--- src/pkg/fsw_params.svh ---
// Purpose: register map, field positions and reset values of the sweeper
// Assumes: apb word registers, byte address is four times the index
// Notes:   definitions only
`ifndef FSW_PARAMS_SVH
`define FSW_PARAMS_SVH

`define FSW_ADDR_W        10
`define FSW_IDX_GPIO      8'h01
`define FSW_IDX_DLY       8'h05
`define FSW_IDX_PSEL      8'h08
`define FSW_IDX_CFG       8'h0E
`define FSW_IDX_NSTEP     8'h20
`define FSW_IDX_IVL       8'h21
`define FSW_IDX_STAT      8'h22

`define FSW_GPIO_EN_BIT   4
`define FSW_PSEL_LO       0
`define FSW_PSEL_HI       3
`define FSW_PSEL_PINOUT   13
`define FSW_PSEL_BUSY     4'h8
`define FSW_CFG_AUTO_LO   2
`define FSW_CFG_AUTO_HI   3
`define FSW_CFG_DLY_EN    7
`define FSW_CFG_SWEEP_EN  11
`define FSW_CFG_SW_TRIG   12
`define FSW_CFG_SRC       13
`define FSW_CFG_DIR_UP    14
`define FSW_CFG_SSTEP     24
`define FSW_CFG_ONEWAY    25
`define FSW_AUTO_CODE     2'h3

`define FSW_DLY_W         21
`define FSW_STEP_W        16
`define FSW_RST_DLY       21'h000001
`define FSW_RST_NSTEP     16'h0010
`define FSW_RST_IVL       16'h0004
`define FSW_STAT_BUSY     16
`define FSW_STAT_DIR      17
`define FSW_STAT_ST_LO    18
`define FSW_STAT_ST_HI    19

`endif

--- src/pkg/fsw_pkg.sv ---
// Purpose: shared types of the sweep trigger control
// Assumes: nothing
// Notes:   gray codes along idle, ramp, dwell
package fsw_pkg;
	typedef enum logic [1:0] {
		FSW_IDLE  = 2'h0,
		FSW_RAMP  = 2'h1,
		FSW_DWELL = 2'h3
	} fsw_state_t;
endpackage : fsw_pkg

--- src/hw/fsw_sweep_ctrl.sv ---
// Purpose: trigger and step sequencing of the frequency sweeper
// Assumes: apb slave, one wait state; ext pin synchronous to ref_clk_i
// Notes:   the modulator arithmetic consumes ratio_step_o and friends
`timescale 1ns/1ps
`include "fsw_params.svh"
module fsw_sweep_ctrl
	import fsw_pkg::*;
#(
	parameter int DELAY_W = `FSW_DLY_W,
	parameter int STEP_W  = `FSW_STEP_W
) (
	input  wire logic                   ref_clk_i,
	input  wire logic                   rst_i,
	input  wire logic                   psel_i,
	input  wire logic                   penable_i,
	input  wire logic                   pwrite_i,
	input  wire logic [`FSW_ADDR_W-1:0] paddr_i,
	input  wire logic [31:0]            pwdata_i,
	output logic      [31:0]            prdata_o,
	output logic                        pready_o,
	output logic                        pslverr_o,
	input  wire logic                   ext_trigger_pin_i,
	output logic                        flag_output_pin_o,
	output logic                        sweep_active_o,
	output logic                        ratio_step_o,
	output logic                        ratio_up_o,
	output logic                        ratio_return_o
);
	generate
		if (DELAY_W != `FSW_DLY_W || STEP_W < 2 || STEP_W > 16) begin : g_bad
			$error("fsw_sweep_ctrl: unsupported parameter values");
		end
	endgenerate

	function automatic logic hit(input logic [`FSW_ADDR_W-1:0] a,
		input logic [7:0] idx);
		hit = (a == {idx, 2'h0});
	endfunction : hit

	// -------------------------------------------------------------
	// register state
	// -------------------------------------------------------------
	logic               gpio_en_r;
	logic [DELAY_W-1:0] dly_r;
	logic [3:0]         pin_sel_r;
	logic               pin_out_en_r;
	logic [1:0]         auto_r;
	logic               dly_en_r;
	logic               sweep_en_r;
	logic               src_r;
	logic               dir_init_r;
	logic               sstep_r;
	logic               oneway_r;
	logic [STEP_W-1:0]  nstep_r;
	logic [STEP_W-1:0]  ivl_r;
	logic               sw_trig_r;
	logic               pready_r;
	logic               pslverr_r;
	logic [31:0]        prdata_r;

	fsw_state_t         state_r;
	fsw_state_t         state_nxt;
	logic [STEP_W-1:0]  cnt_r;
	logic [STEP_W-1:0]  cnt_nxt;
	logic [STEP_W-1:0]  ivl_cnt_r;
	logic               dir_r;
	logic               dir_nxt;
	logic               busy_r;
	logic               busy_nxt;
	logic               ext_q_r;
	logic               flag_r;
	logic               step_r;
	logic               ret_r;

	logic               acc;
	logic               wr;
	logic               mapped;
	logic [31:0]        rd_data;
	logic               ext_ok;
	logic               ext_rise;
	logic               dly_fire;
	logic               trig;
	logic               auto_m;
	logic               tick;
	logic               adv;
	logic               start_go;
	logic               ramp_go;
	logic               dw_go;
	logic               step_go;
	logic               ret_go;
	logic               last;
	logic [STEP_W-1:0]  nstep_eff;

	// -------------------------------------------------------------
	// apb slave
	// -------------------------------------------------------------
	// one wait state keeps prdata and pready straight from flops
	assign acc = psel_i & penable_i;
	assign wr  = acc & pready_r & pwrite_i;

	always_comb begin
		mapped  = 1'b1;
		rd_data = 32'h0000_0000;
		if (hit(paddr_i, `FSW_IDX_GPIO)) begin
			rd_data[`FSW_GPIO_EN_BIT] = gpio_en_r;
		end else if (hit(paddr_i, `FSW_IDX_DLY)) begin
			rd_data[DELAY_W-1:0] = dly_r;
		end else if (hit(paddr_i, `FSW_IDX_PSEL)) begin
			rd_data[`FSW_PSEL_HI:`FSW_PSEL_LO] = pin_sel_r;
			rd_data[`FSW_PSEL_PINOUT] = pin_out_en_r;
		end else if (hit(paddr_i, `FSW_IDX_CFG)) begin
			rd_data[`FSW_CFG_AUTO_HI:`FSW_CFG_AUTO_LO] = auto_r;
			rd_data[`FSW_CFG_DLY_EN]   = dly_en_r;
			rd_data[`FSW_CFG_SWEEP_EN] = sweep_en_r;
			rd_data[`FSW_CFG_SRC]      = src_r;
			rd_data[`FSW_CFG_DIR_UP]   = dir_init_r;
			rd_data[`FSW_CFG_SSTEP]    = sstep_r;
			rd_data[`FSW_CFG_ONEWAY]   = oneway_r;
		end else if (hit(paddr_i, `FSW_IDX_NSTEP)) begin
			rd_data[STEP_W-1:0] = nstep_r;
		end else if (hit(paddr_i, `FSW_IDX_IVL)) begin
			rd_data[STEP_W-1:0] = ivl_r;
		end else if (hit(paddr_i, `FSW_IDX_STAT)) begin
			rd_data[STEP_W-1:0] = cnt_r;
			rd_data[`FSW_STAT_BUSY] = busy_r;
			rd_data[`FSW_STAT_DIR]  = dir_r;
			rd_data[`FSW_STAT_ST_HI:`FSW_STAT_ST_LO] = state_r;
		end else begin
			mapped = 1'b0;
		end
	end

	always_ff @(posedge ref_clk_i or posedge rst_i) begin
		if (rst_i) begin
			pready_r  <= 1'b0;
			pslverr_r <= 1'b0;
			prdata_r  <= 32'h0000_0000;
		end else begin
			pready_r  <= acc & ~pready_r;
			pslverr_r <= acc & ~pready_r & ~mapped;
			prdata_r  <= (acc & ~pready_r & ~pwrite_i) ? rd_data
				: 32'h0000_0000;
		end
	end

	always_ff @(posedge ref_clk_i or posedge rst_i) begin
		if (rst_i) begin
			gpio_en_r    <= 1'b0;
			dly_r        <= `FSW_RST_DLY;
			pin_sel_r    <= 4'h0;
			pin_out_en_r <= 1'b0;
			auto_r       <= 2'h0;
			dly_en_r     <= 1'b0;
			sweep_en_r   <= 1'b0;
			src_r        <= 1'b0;
			dir_init_r   <= 1'b1;
			sstep_r      <= 1'b0;
			oneway_r     <= 1'b0;
			nstep_r      <= STEP_W'(`FSW_RST_NSTEP);
			ivl_r        <= STEP_W'(`FSW_RST_IVL);
		end else if (wr) begin
			if (hit(paddr_i, `FSW_IDX_GPIO)) begin
				gpio_en_r <= pwdata_i[`FSW_GPIO_EN_BIT];
			end
			if (hit(paddr_i, `FSW_IDX_DLY)) begin
				dly_r <= pwdata_i[DELAY_W-1:0];
			end
			if (hit(paddr_i, `FSW_IDX_PSEL)) begin
				pin_sel_r    <= pwdata_i[`FSW_PSEL_HI:`FSW_PSEL_LO];
				pin_out_en_r <= pwdata_i[`FSW_PSEL_PINOUT];
			end
			if (hit(paddr_i, `FSW_IDX_CFG)) begin
				auto_r     <= pwdata_i[`FSW_CFG_AUTO_HI:`FSW_CFG_AUTO_LO];
				dly_en_r   <= pwdata_i[`FSW_CFG_DLY_EN];
				sweep_en_r <= pwdata_i[`FSW_CFG_SWEEP_EN];
				src_r      <= pwdata_i[`FSW_CFG_SRC];
				dir_init_r <= pwdata_i[`FSW_CFG_DIR_UP];
				sstep_r    <= pwdata_i[`FSW_CFG_SSTEP];
				oneway_r   <= pwdata_i[`FSW_CFG_ONEWAY];
			end
			if (hit(paddr_i, `FSW_IDX_NSTEP)) begin
				nstep_r <= pwdata_i[STEP_W-1:0];
			end
			if (hit(paddr_i, `FSW_IDX_IVL)) begin
				ivl_r <= pwdata_i[STEP_W-1:0];
			end
		end
	end

	// -------------------------------------------------------------
	// trigger sources
	// -------------------------------------------------------------
	// write-one software trigger, self clearing
	always_ff @(posedge ref_clk_i or posedge rst_i) begin
		if (rst_i) begin
			sw_trig_r <= 1'b0;
		end else begin
			sw_trig_r <= wr & hit(paddr_i, `FSW_IDX_CFG)
				& pwdata_i[`FSW_CFG_SW_TRIG];
		end
	end

	always_ff @(posedge ref_clk_i or posedge rst_i) begin
		if (rst_i) begin
			ext_q_r <= 1'b0;
		end else begin
			ext_q_r <= ext_trigger_pin_i;
		end
	end

	assign ext_ok   = src_r & gpio_en_r & ~pin_out_en_r;
	assign ext_rise = ext_ok & ext_trigger_pin_i & ~ext_q_r;

	fsw_trig_delay #(
		.DELAY_W (DELAY_W)
	) u_delay (
		.ref_clk_i (ref_clk_i),
		.rst_i     (rst_i),
		.trig_i    (ext_rise & dly_en_r),
		.count_i   (dly_r),
		.fire_o    (dly_fire)
	);

	// source select; bypass when delay off
	assign trig = (~src_r & sw_trig_r) | (ext_rise & ~dly_en_r)
		| (dly_fire & ext_ok);

	// -------------------------------------------------------------
	// step sequencer
	// -------------------------------------------------------------
	// code 11 is automatic; user-defined auto is not supported
	assign auto_m    = (auto_r == `FSW_AUTO_CODE) & ~sstep_r;
	assign nstep_eff = (nstep_r == '0) ? STEP_W'(1) : nstep_r;
	// steps spaced by the interval timer
	assign tick      = (ivl_cnt_r <= STEP_W'(1));
	// single step waits per trigger; one step per trigger
	assign adv       = sstep_r ? trig : tick;

	// only while sweep enabled; auto starts itself
	assign start_go = sweep_en_r & (state_r == FSW_IDLE)
		& (trig | auto_m);
	assign ramp_go  = sweep_en_r & (state_r == FSW_RAMP) & adv;
	// triggered ramps wait for a trigger at the dwell
	assign dw_go    = sweep_en_r & (state_r == FSW_DWELL)
		& (auto_m ? tick : trig);
	// auto one-way restarts at once; mode bit
	assign step_go  = start_go | ramp_go | (dw_go & (~oneway_r | auto_m));
	// one-way jumps straight back to start
	assign ret_go   = dw_go & oneway_r;

	always_comb begin
		cnt_nxt   = (ramp_go ? cnt_r : STEP_W'(0)) + STEP_W'(1);
		last      = (cnt_nxt >= nstep_eff);
		dir_nxt   = dir_r;
		state_nxt = state_r;
		// first ramp takes the programmed direction
		if (start_go || (dw_go && oneway_r)) begin
			dir_nxt = dir_init_r;
		end else if (dw_go) begin
			dir_nxt = ~dir_r;
		end
		if (!sweep_en_r) begin
			state_nxt = FSW_IDLE;
		end else if (step_go) begin
			state_nxt = last ? FSW_DWELL : FSW_RAMP;
		end else if (ret_go) begin
			// the next trigger restarts from idle
			state_nxt = FSW_IDLE;
		end
		// busy from first step to last step
		busy_nxt = sweep_en_r & (step_go | (busy_r & state_r == FSW_RAMP));
	end

	always_ff @(posedge ref_clk_i or posedge rst_i) begin
		if (rst_i) begin
			state_r <= FSW_IDLE;
			cnt_r   <= '0;
			dir_r   <= 1'b1;
			busy_r  <= 1'b0;
		end else begin
			state_r <= state_nxt;
			cnt_r   <= step_go ? cnt_nxt : (ret_go ? '0 : cnt_r);
			dir_r   <= dir_nxt;
			busy_r  <= busy_nxt;
		end
	end

	always_ff @(posedge ref_clk_i or posedge rst_i) begin
		if (rst_i) begin
			ivl_cnt_r <= '0;
		end else if (step_go || ret_go || state_r == FSW_IDLE) begin
			ivl_cnt_r <= ivl_r;
		end else if (ivl_cnt_r != '0) begin
			ivl_cnt_r <= ivl_cnt_r - STEP_W'(1);
		end
	end

	// -------------------------------------------------------------
	// outputs
	// -------------------------------------------------------------
	always_ff @(posedge ref_clk_i or posedge rst_i) begin
		if (rst_i) begin
			step_r <= 1'b0;
			ret_r  <= 1'b0;
			flag_r <= 1'b0;
		end else begin
			step_r <= step_go;
			ret_r  <= ret_go;
			// busy on the flag pin when selected
			flag_r <= (pin_sel_r == `FSW_PSEL_BUSY) & busy_nxt;
		end
	end

	assign prdata_o          = prdata_r;
	assign pready_o          = pready_r;
	assign pslverr_o         = pslverr_r;
	assign flag_output_pin_o = flag_r;
	assign sweep_active_o    = busy_r;
	assign ratio_step_o      = step_r;
	assign ratio_up_o        = dir_r;
	assign ratio_return_o    = ret_r;
endmodule : fsw_sweep_ctrl

--- src/hw/fsw_trig_delay.sv ---
// Purpose: postpones a trigger pulse by a programmed count of clock periods
// Assumes: count 0 acts as 1
// Notes:   a new trigger while counting restarts the count
`timescale 1ns/1ps
`include "fsw_params.svh"
module fsw_trig_delay
	import fsw_pkg::*;
#(
	parameter int DELAY_W = `FSW_DLY_W
) (
	input  wire logic               ref_clk_i,
	input  wire logic               rst_i,
	input  wire logic               trig_i,
	input  wire logic [DELAY_W-1:0] count_i,
	output logic                    fire_o
);
	logic [DELAY_W-1:0] cnt_r;
	logic               fire_r;

	generate
		if (DELAY_W < 2) begin : g_bad_w
			$error("fsw_trig_delay: DELAY_W too small");
		end
	endgenerate

	// -------------------------------------------------------------
	// countdown
	// -------------------------------------------------------------
	// count reference periods
	always_ff @(posedge ref_clk_i or posedge rst_i) begin
		if (rst_i) begin
			cnt_r <= '0;
		end else if (trig_i) begin
			cnt_r <= (count_i > DELAY_W'(1)) ? count_i - DELAY_W'(1) : '0;
		end else if (cnt_r != '0) begin
			cnt_r <= cnt_r - DELAY_W'(1);
		end
	end

	always_ff @(posedge ref_clk_i or posedge rst_i) begin
		if (rst_i) begin
			fire_r <= 1'b0;
		end else begin
			fire_r <= trig_i ? (count_i <= DELAY_W'(1))
				: (cnt_r == DELAY_W'(1));
		end
	end

	assign fire_o = fire_r;
endmodule : fsw_trig_delay

--- config.mk ---
export PLATFORM = sky130hd
export DESIGN_NAME = fsw_sweep_ctrl
export DESIGN_NICKNAME = d
export VERILOG_FILES = /design/src/pkg/fsw_pkg.sv /design/src/hw/fsw_sweep_ctrl.sv /design/src/hw/fsw_trig_delay.sv
export VERILOG_INCLUDE_DIRS = /design/src /design/src/pkg
export SDC_FILE = /design/constraint.sdc
export NUM_CORES = 1
export LEC_CHECK = 0
export BUFFER_PORTS_ARGS = -buffer_cell sky130_fd_sc_hd__buf_4
export CORE_ASPECT_RATIO = 0.8
export CORE_MARGIN = 1
export CORE_UTILIZATION = 45
export CTS_BUF_LIST = sky130_fd_sc_hd__clkbuf_16
export CTS_CLUSTER_SIZE = 16
export DETAILED_ROUTE_END_ITERATION = 10
export GPL_TIMING_DRIVEN = 0
export MAX_ROUTING_LAYER = met4
export PLACE_DENSITY_LB_ADDON = 0.15
export SYNTH_ARGS = -nofsm -noshare
export SYNTH_HDL_FRONTEND = slang
export SYNTH_SLANG_ARGS = --single-unit
--- constraint.sdc ---
create_clock -name ref_clk_i -period 14 [get_ports ref_clk_i]
set_input_delay 2.1 -clock ref_clk_i [delete_from_list [all_inputs] [get_ports ref_clk_i]]
set_output_delay 2.1 -clock ref_clk_i [all_outputs]
set_load 0.05 [all_outputs]
Word-level counts from Yosys, hierarchy flattened
Cells that the tools add are included.
{ "totals": {"regBits": 158, "input_bits": 48, "wordCells": 171} }
{ "classes": {"n_addsub": 4, "order_cmp": 4, "n_eq_ne": 13, "mux": 59, "bitwise": 45, "n_reduce_logical": 18} }
{ "ops": {"columns": ["operator", "count"], "rows": [
  ["two-way mux 20 bit", 8],
  ["two-way mux 16 bit", 9],
  ["two-way mux 21 bit", 3],
  ["subtractor 21 x 1 -> 21 bit, second input constant", 2],
  ["equality test 10 x 8 -> 1 bit, second input constant", 3],
  ["AND 1 bit", 28],
  ["two-way mux 26 bit", 1],
  ["two-way mux 2 bit", 11],
  ["equality test 21 x 1 -> 1 bit, second input constant", 1],
  ["greater-than comparator 21 x 1 -> 1 bit, second input constant", 1],
  ["<= comparator 21 x 1 -> 1 bit, second input constant", 1],
  ["nonzero test 21 bit", 1],
  ["equality test 10 x 6 -> 1 bit, second input constant", 2],
  ["two-way mux 1 bit", 18],
  ["adder 16 x 1 -> 16 bit, second input constant", 1],
  ["greater-or-equal comparator 16 bit", 1],
  ["<= comparator 16 x 1 -> 1 bit, second input constant", 1],
  ["logical NOT 16 bit", 1],
  ["two-way mux 4 bit", 4],
  ["nonzero test 16 bit", 1],
  ["subtractor 16 x 1 -> 16 bit, second input constant", 1],
  ["AND reduction 2 bit", 6],
  ["equality test 10 x 3 -> 1 bit, second input constant", 1],
  ["equality test 10 x 5 -> 1 bit, second input constant", 1],
  ["14 further kinds", 36]
]} }

Depth between registers and ports, before layout
{ "logic_depth": {"depth_word": 15, "mapped_depth": 22, "mapped_depth_nobuf": 20} }

Modules after synthesis
Synthesis repeated with hierarchy kept, for this count alone.
{ "unflattened": {"cells_unflattened": 821, "hier_area_um2": 8580.7} }
{ "modules_own_cells": {"columns": ["mod", "n_inst", "cells_each", "area_per_inst_um2", "seq_area_each_um2"], "rows": [
  ["fsw_sweep_ctrl", 1, 643, 6962.9, 3334.4],
  ["fsw_trig_delay", 1, 178, 1617.8, 550.5]
]} }

Least setup slack after synthesis
OpenSTA, ideal clock, no wires.
{ "synth_timing": {"path_type": "in2reg", "start": "input port ext_trigger_pin_i", "end": "register state_r[1]", "setup_ps": 142, "arrival_ps": 5990, "required_time_ps": 13858, "path_slack_ps": 7868, "cell_stages": 20, "n_path_buf": 2, "path_cell_list": "or3b_1 -> or3_4 -> a21bo_2 -> nand2_1 -> clkbuf_1 -> and2_1 -> ha_1 -> and3_1 -> and3_1 -> clkbuf_1 -> and3_1 -> nand3_1 -> or3_1 -> a21oi_1 -> ha_1 -> a21o_1 -> a21oi_1 -> o21ai_0 -> a21oi_1 -> o21ai_0"} }
{ "synth_between": {"elab_chain_len": 13} }
{ "synth_lines": {"columns": ["item", "line_no", "source"], "rows": [
  ["start, declared", "fsw_sweep_ctrl.sv:22", "input wire logic ext_trigger_pin_i,"],
  ["AND 1 bit (*) (2 in series)", "fsw_sweep_ctrl.sv:212", "assign ext_rise = ext_ok & ext_trigger_pin_i & ~ext_q_r;"],
  ["AND 1 bit (*)", "fsw_sweep_ctrl.sv:225", "assign trig = (~src_r & sw_trig_r) | (ext_rise & ~dly_en_r)"],
  ["OR 1 bit (*)", "fsw_sweep_ctrl.sv:225", null],
  ["OR 1 bit (*)", "fsw_sweep_ctrl.sv:226", "| (dly_fire & ext_ok);"],
  ["two-way mux 1 bit", "fsw_sweep_ctrl.sv:237", "assign adv = sstep_r ? trig : tick;"],
  ["AND 1 bit", "fsw_sweep_ctrl.sv:242", "assign ramp_go = sweep_en_r & (state_r == FSW_RAMP) & adv;"],
  ["two-way mux 16 bit", "fsw_sweep_ctrl.sv:252", "cnt_nxt = (ramp_go ? cnt_r : STEP_W'(0)) + STEP_W'(1);"],
  ["adder 16 x 1 -> 16 bit", "fsw_sweep_ctrl.sv:252", null],
  ["greater-or-equal comparator 16 bit", "fsw_sweep_ctrl.sv:253", "last = (cnt_nxt >= nstep_eff);"],
  ["two-way mux 2 bit", "fsw_sweep_ctrl.sv:265", "state_nxt = last ? FSW_DWELL : FSW_RAMP;"],
  ["two-way mux 2 bit", "fsw_sweep_ctrl.sv:264", "end else if (step_go) begin"],
  ["two-way mux 2 bit", "fsw_sweep_ctrl.sv:262", "if (!sweep_en_r) begin"],
  ["end signal, assigned", "fsw_sweep_ctrl.sv:281", "state_r <= state_nxt;"],
  ["end, declared", "fsw_sweep_ctrl.sv:61", "fsw_state_t state_r;"]
]} }
Every way passes the cells marked *; elsewhere a longest branch is shown, timed or not.
A chain may end at the register's enable or synchronous reset.

Worst setup path in the final report
Ends and elaborated chain as after synthesis.

==> flow_summary.yaml <==
outcome:
  status: "finished, final reports clean"
global_routing:
  grt_usage: 0.269
  use_met2: 0.352
  grt_pass1_wl_um: 37800
  grt_max_degree: 124
  grt_pass1_vias: 6463
  met3_usage: 0.0682
  grtUsageMet1: 0.408
  grt_busiest_layer: "met1"
  antenna_found_initial: 1
  grt-ovfl-total: 0
routing:
  drt_iter0_drc: 523
  vias_per_cell: 5.76
  drt-total-wl_um: 24200
  drt_first_pass_iters: 8
  num_vias: 6960
  antenna_left: 0
  post-route-drc-count: 0
  wl_per_cell_um: 20.0
layout:
  drive_gt1_frac: 0.215
  fin_area_um2: 9970
  layout_common_cells: "dfrtp_1, buf_4, mux2_2, nor2_1, nand2_1"
  nFillCells: 1695
  layout_commonest_cell: "dfrtp_1"
  nets: 1012
  syn2layout_area_growth_pct: 17.5
sta:
  tightest_slew_ns: 1.13
  drv_slew: 0
  final.setup_skew_ns: 0.00803
  min_period_over_period: 0.476
  timing.hold.ws_ns: 0.533
  min_period_ns: 6.66
  setup_violations: 0
  fmaxAchievable_ghz: 0.150
  grt_setup_unrepaired: "no"
  hold_violations: 0
  timing.setup.tns_ns: 0
  slew_headroom: 0.239
critical_path:
  cp_slowest_stage_delay_ns: 0.41
  worstPathArrival_ns: 6.92
  crit_required_ns: 14.26
  cpLargestDelayFamily: "simple AND/OR/NAND/NOR gates"
  r2r_start: "ivl_cnt_r[7]$_DFFE_PP0P_"
  critPathMaxFanout: 10
  r2r_end: "state_r[1]$_DFFE_PP0P_"
  ff2ff_path_depth: 20
  rrSetupSlack_ns: 8.31
  worstSetupEndpointType: "flop"
  crit_chain: "buf_4 -> or3b_1 -> or3_4 -> a21bo_2 -> nand2_1 -> clkbuf_1 -> and2_1 -> ha_1 -> and3_1 -> and3_1 -> clkbuf_1 -> and3_1 -> nand3_1 -> or3_1 -> a21oi_1 -> ha_1 -> a21o_1 -> a21oi_1 -> o21ai_0 -> a21oi_1 -> o21ai_0"
  startpoint_type: "input port"
  cp-startpoint: "ext_trigger_pin_i"
  criticalPathCategory: "input port to flop"
  path_buf_inv: 3
  slowest_stage: "or3_4"
clock_network:
  clockRootBuffer: "clkbuf_16"
  cts_tree: "yes"
  clock_tree.htree_level_count: 4
  cts.clk_slew.worst_paths_ns: 0.06
  postCtsHoldBufs: 0
  cts-resized-gates: 0
  numCtsBuffers: 17
  cts_setup_buffers: 0
  clock_latency_ns: 0.43
  ctsLongestPathBuffers: 2
  clock_sinks: 155
placement:
  gp_congestion: 0.888
  io_buffers: 68
  placed_area_um2: 9380
  place_hpwl_um: 18200
pwr:
  ir_drop_mv: 0.0698
  powerDensity_nw_per_um2: 106
  p_leak_uw: 0.00470
synth:
  synthArstFlopShare: 1.00
  synth.cell_area_um2: 8490
  yosys.area.top_type_share: 0.442
  synth.area.top_cells: "dfrtp_1, mux2_2, ha_1, a21oi_1, xnor2_1"
  yosys_most_used_dff: "dfrtp_1"
  ys_seq_area_frac: 0.458
  yosysTopAreaCell: "dfrtp_1"
  postSynthCellCount: 845
  synth_edf_count: 0
  synth-seq-cells: 155
  ys.warnings.count: 0
  avgSynthCellArea_um2: 10.0
  yosys.cell_types.count: 71
flow_run:
  cap_violations: 0
floorplan:
  core_region_area_um2: 18300
  pin_count: 87
  die-area_um2: 19400
  rows: 44
  die_w_um: 156
  die_y_um: 125
  initial_core_util: 0.464
hold_path:
  hold_path_depth: 1
  holdPathEnd: "pin_sel_r[3]$_DFFE_PP0P_"
  hp-start: "pin_sel_r[3]$_DFFE_PP0P_"
  hold_path_class: "flop to flop"
-- per-stage QoR --
stage | setup slack, ns | power (uW) | util | instances
after floorplan | 7.73 | 571 | - | 853
after global placement | 5.82 | 604 | 0.511 | 1174
after detailed placement | 6.91 | 606 | 0.513 | 1175
after CTS | 7.34 | 1070 | 0.545 | 1207
after global routing | 6.93 | 1110 | 0.545 | 1207
final | 7.34 | 1060 | 0.545 | 1208
-- synthesized netlist by cell type, types with 4 or more instances --
cell,number
dfrtp_1,150
mux2_2,71
nor2_1,65
nand2_1,60
a21oi_1,53
inv_1,38
clkbuf_1,35
xnor2_1,30
o21ai_0,27
ha_1,23
xor2_1,22
nor3_1,21
and3_1,20
a22oi_1,19
nand3_1,19
nor4_1,18
or3_1,12
o21ai_1,11
a222oi_1,10
and2_1,10
o22ai_1,10
a21o_1,9
buf_4,9
mux2_1,6
nand4_1,6
or4_1,6
a221oi_1,5
dfstp_2,5
o31ai_1,5
a211oi_1,4
nand2b_1,4
nor2b_1,4
nor3b_1,4
o211ai_1,4
-- worst max-delay path by stage --
stage / to / slack (ns) / depth (start not counted)
2_1_floorplan: auto_r[0]$_DFFE_PP0P_ / 7.73 / 1
3_3_place_gp: ratio_step_o$_DFF_PP0_ / 5.82 / 2
3_5_place_dp: state_r[1]$_DFFE_PP0P_ / 6.91 / 21
4_1_cts: state_r[1]$_DFFE_PP0P_ / 7.34 / 21
5_1_grt: state_r[1]$_DFFE_PP0P_ / 6.93 / 21
6_report: state_r[1]$_DFFE_PP0P_ / 7.34 / 21
-- kinds of logic (layout without fill, tap and decap cells) --
family          Yosys count  after routing  synth area share
simple gates            269            269             0.165
buf+inv                  87            188            0.0447
other cells               1             10          0.000442
mux                      80             80             0.106
fa+ha+maj                23             23            0.0339
xor+xnor                 52             52            0.0537
compound gates          178            178             0.139
flops                   155            155             0.458
-- registers in the layout, summed over array words and instances (netlist names), 4 cells and up --
signal / cells
dly_r: 21
u_delay.cnt_r: 21
ivl_cnt_r: 16
ivl_r: 16
nstep_r: 16
pin_sel_r: 4
prdata_o: 23
cnt_r: 16
-- worst reg2reg max path: stages, from the launching register on --
cell	delay, ns
dfrtp_1	0.40
nor4_1	0.59
and2_1	0.36
nand4b_1	0.40
nand2_1	0.33
clkbuf_1	0.41
and2_1	0.24
ha_1	0.23
and3_1	0.27
and3_1	0.18
clkbuf_1	0.24
and3_1	0.26
nand3_1	0.12
or3_1	0.34
a21oi_1	0.20
ha_1	0.28
a21o_1	0.16
a21oi_1	0.12
o21ai_0	0.09
a21oi_1	0.21
o21ai_0	0.11
-- final cells by class --
type / instances / area, um^2 / area share
diodes: 1 / 2.50 / 0.000251
plain buffers: 49 / 236 / 0.0237
clock buffers: 17 / 425 / 0.0427
clock inverters: 15 / 160 / 0.0161
inverters: 38 / 150 / 0.0151
multi-input cells: 611 / 4250 / 0.427
flip-flops and latches: 155 / 3880 / 0.390
well taps: 253 / 317 / 0.0318
repair buffers: 69 / 538 / 0.0540
-- where the power goes --
part	switching [uW]	internal [uW]	total, uW	leakage (uW)
sequential	23.1	473	496	0.00208
clock	184	277	461	0.000295
combinational	59.1	44.3	103	0.00232
total	267	794	1060	0.00470
-- routing by layer --
metal | share of wire | wire [um] | vias to the layer above
met5 | 0 | 0 | -
met4 | 0.012 | 292 | 0
met3 | 0.095 | 2300 | 21
met2 | 0.40 | 9740 | 282
met1 | 0.49 | 11800 | 3417
li1 | - | - | 3240
Note: power is estimated with default switching activity, not from simulation.
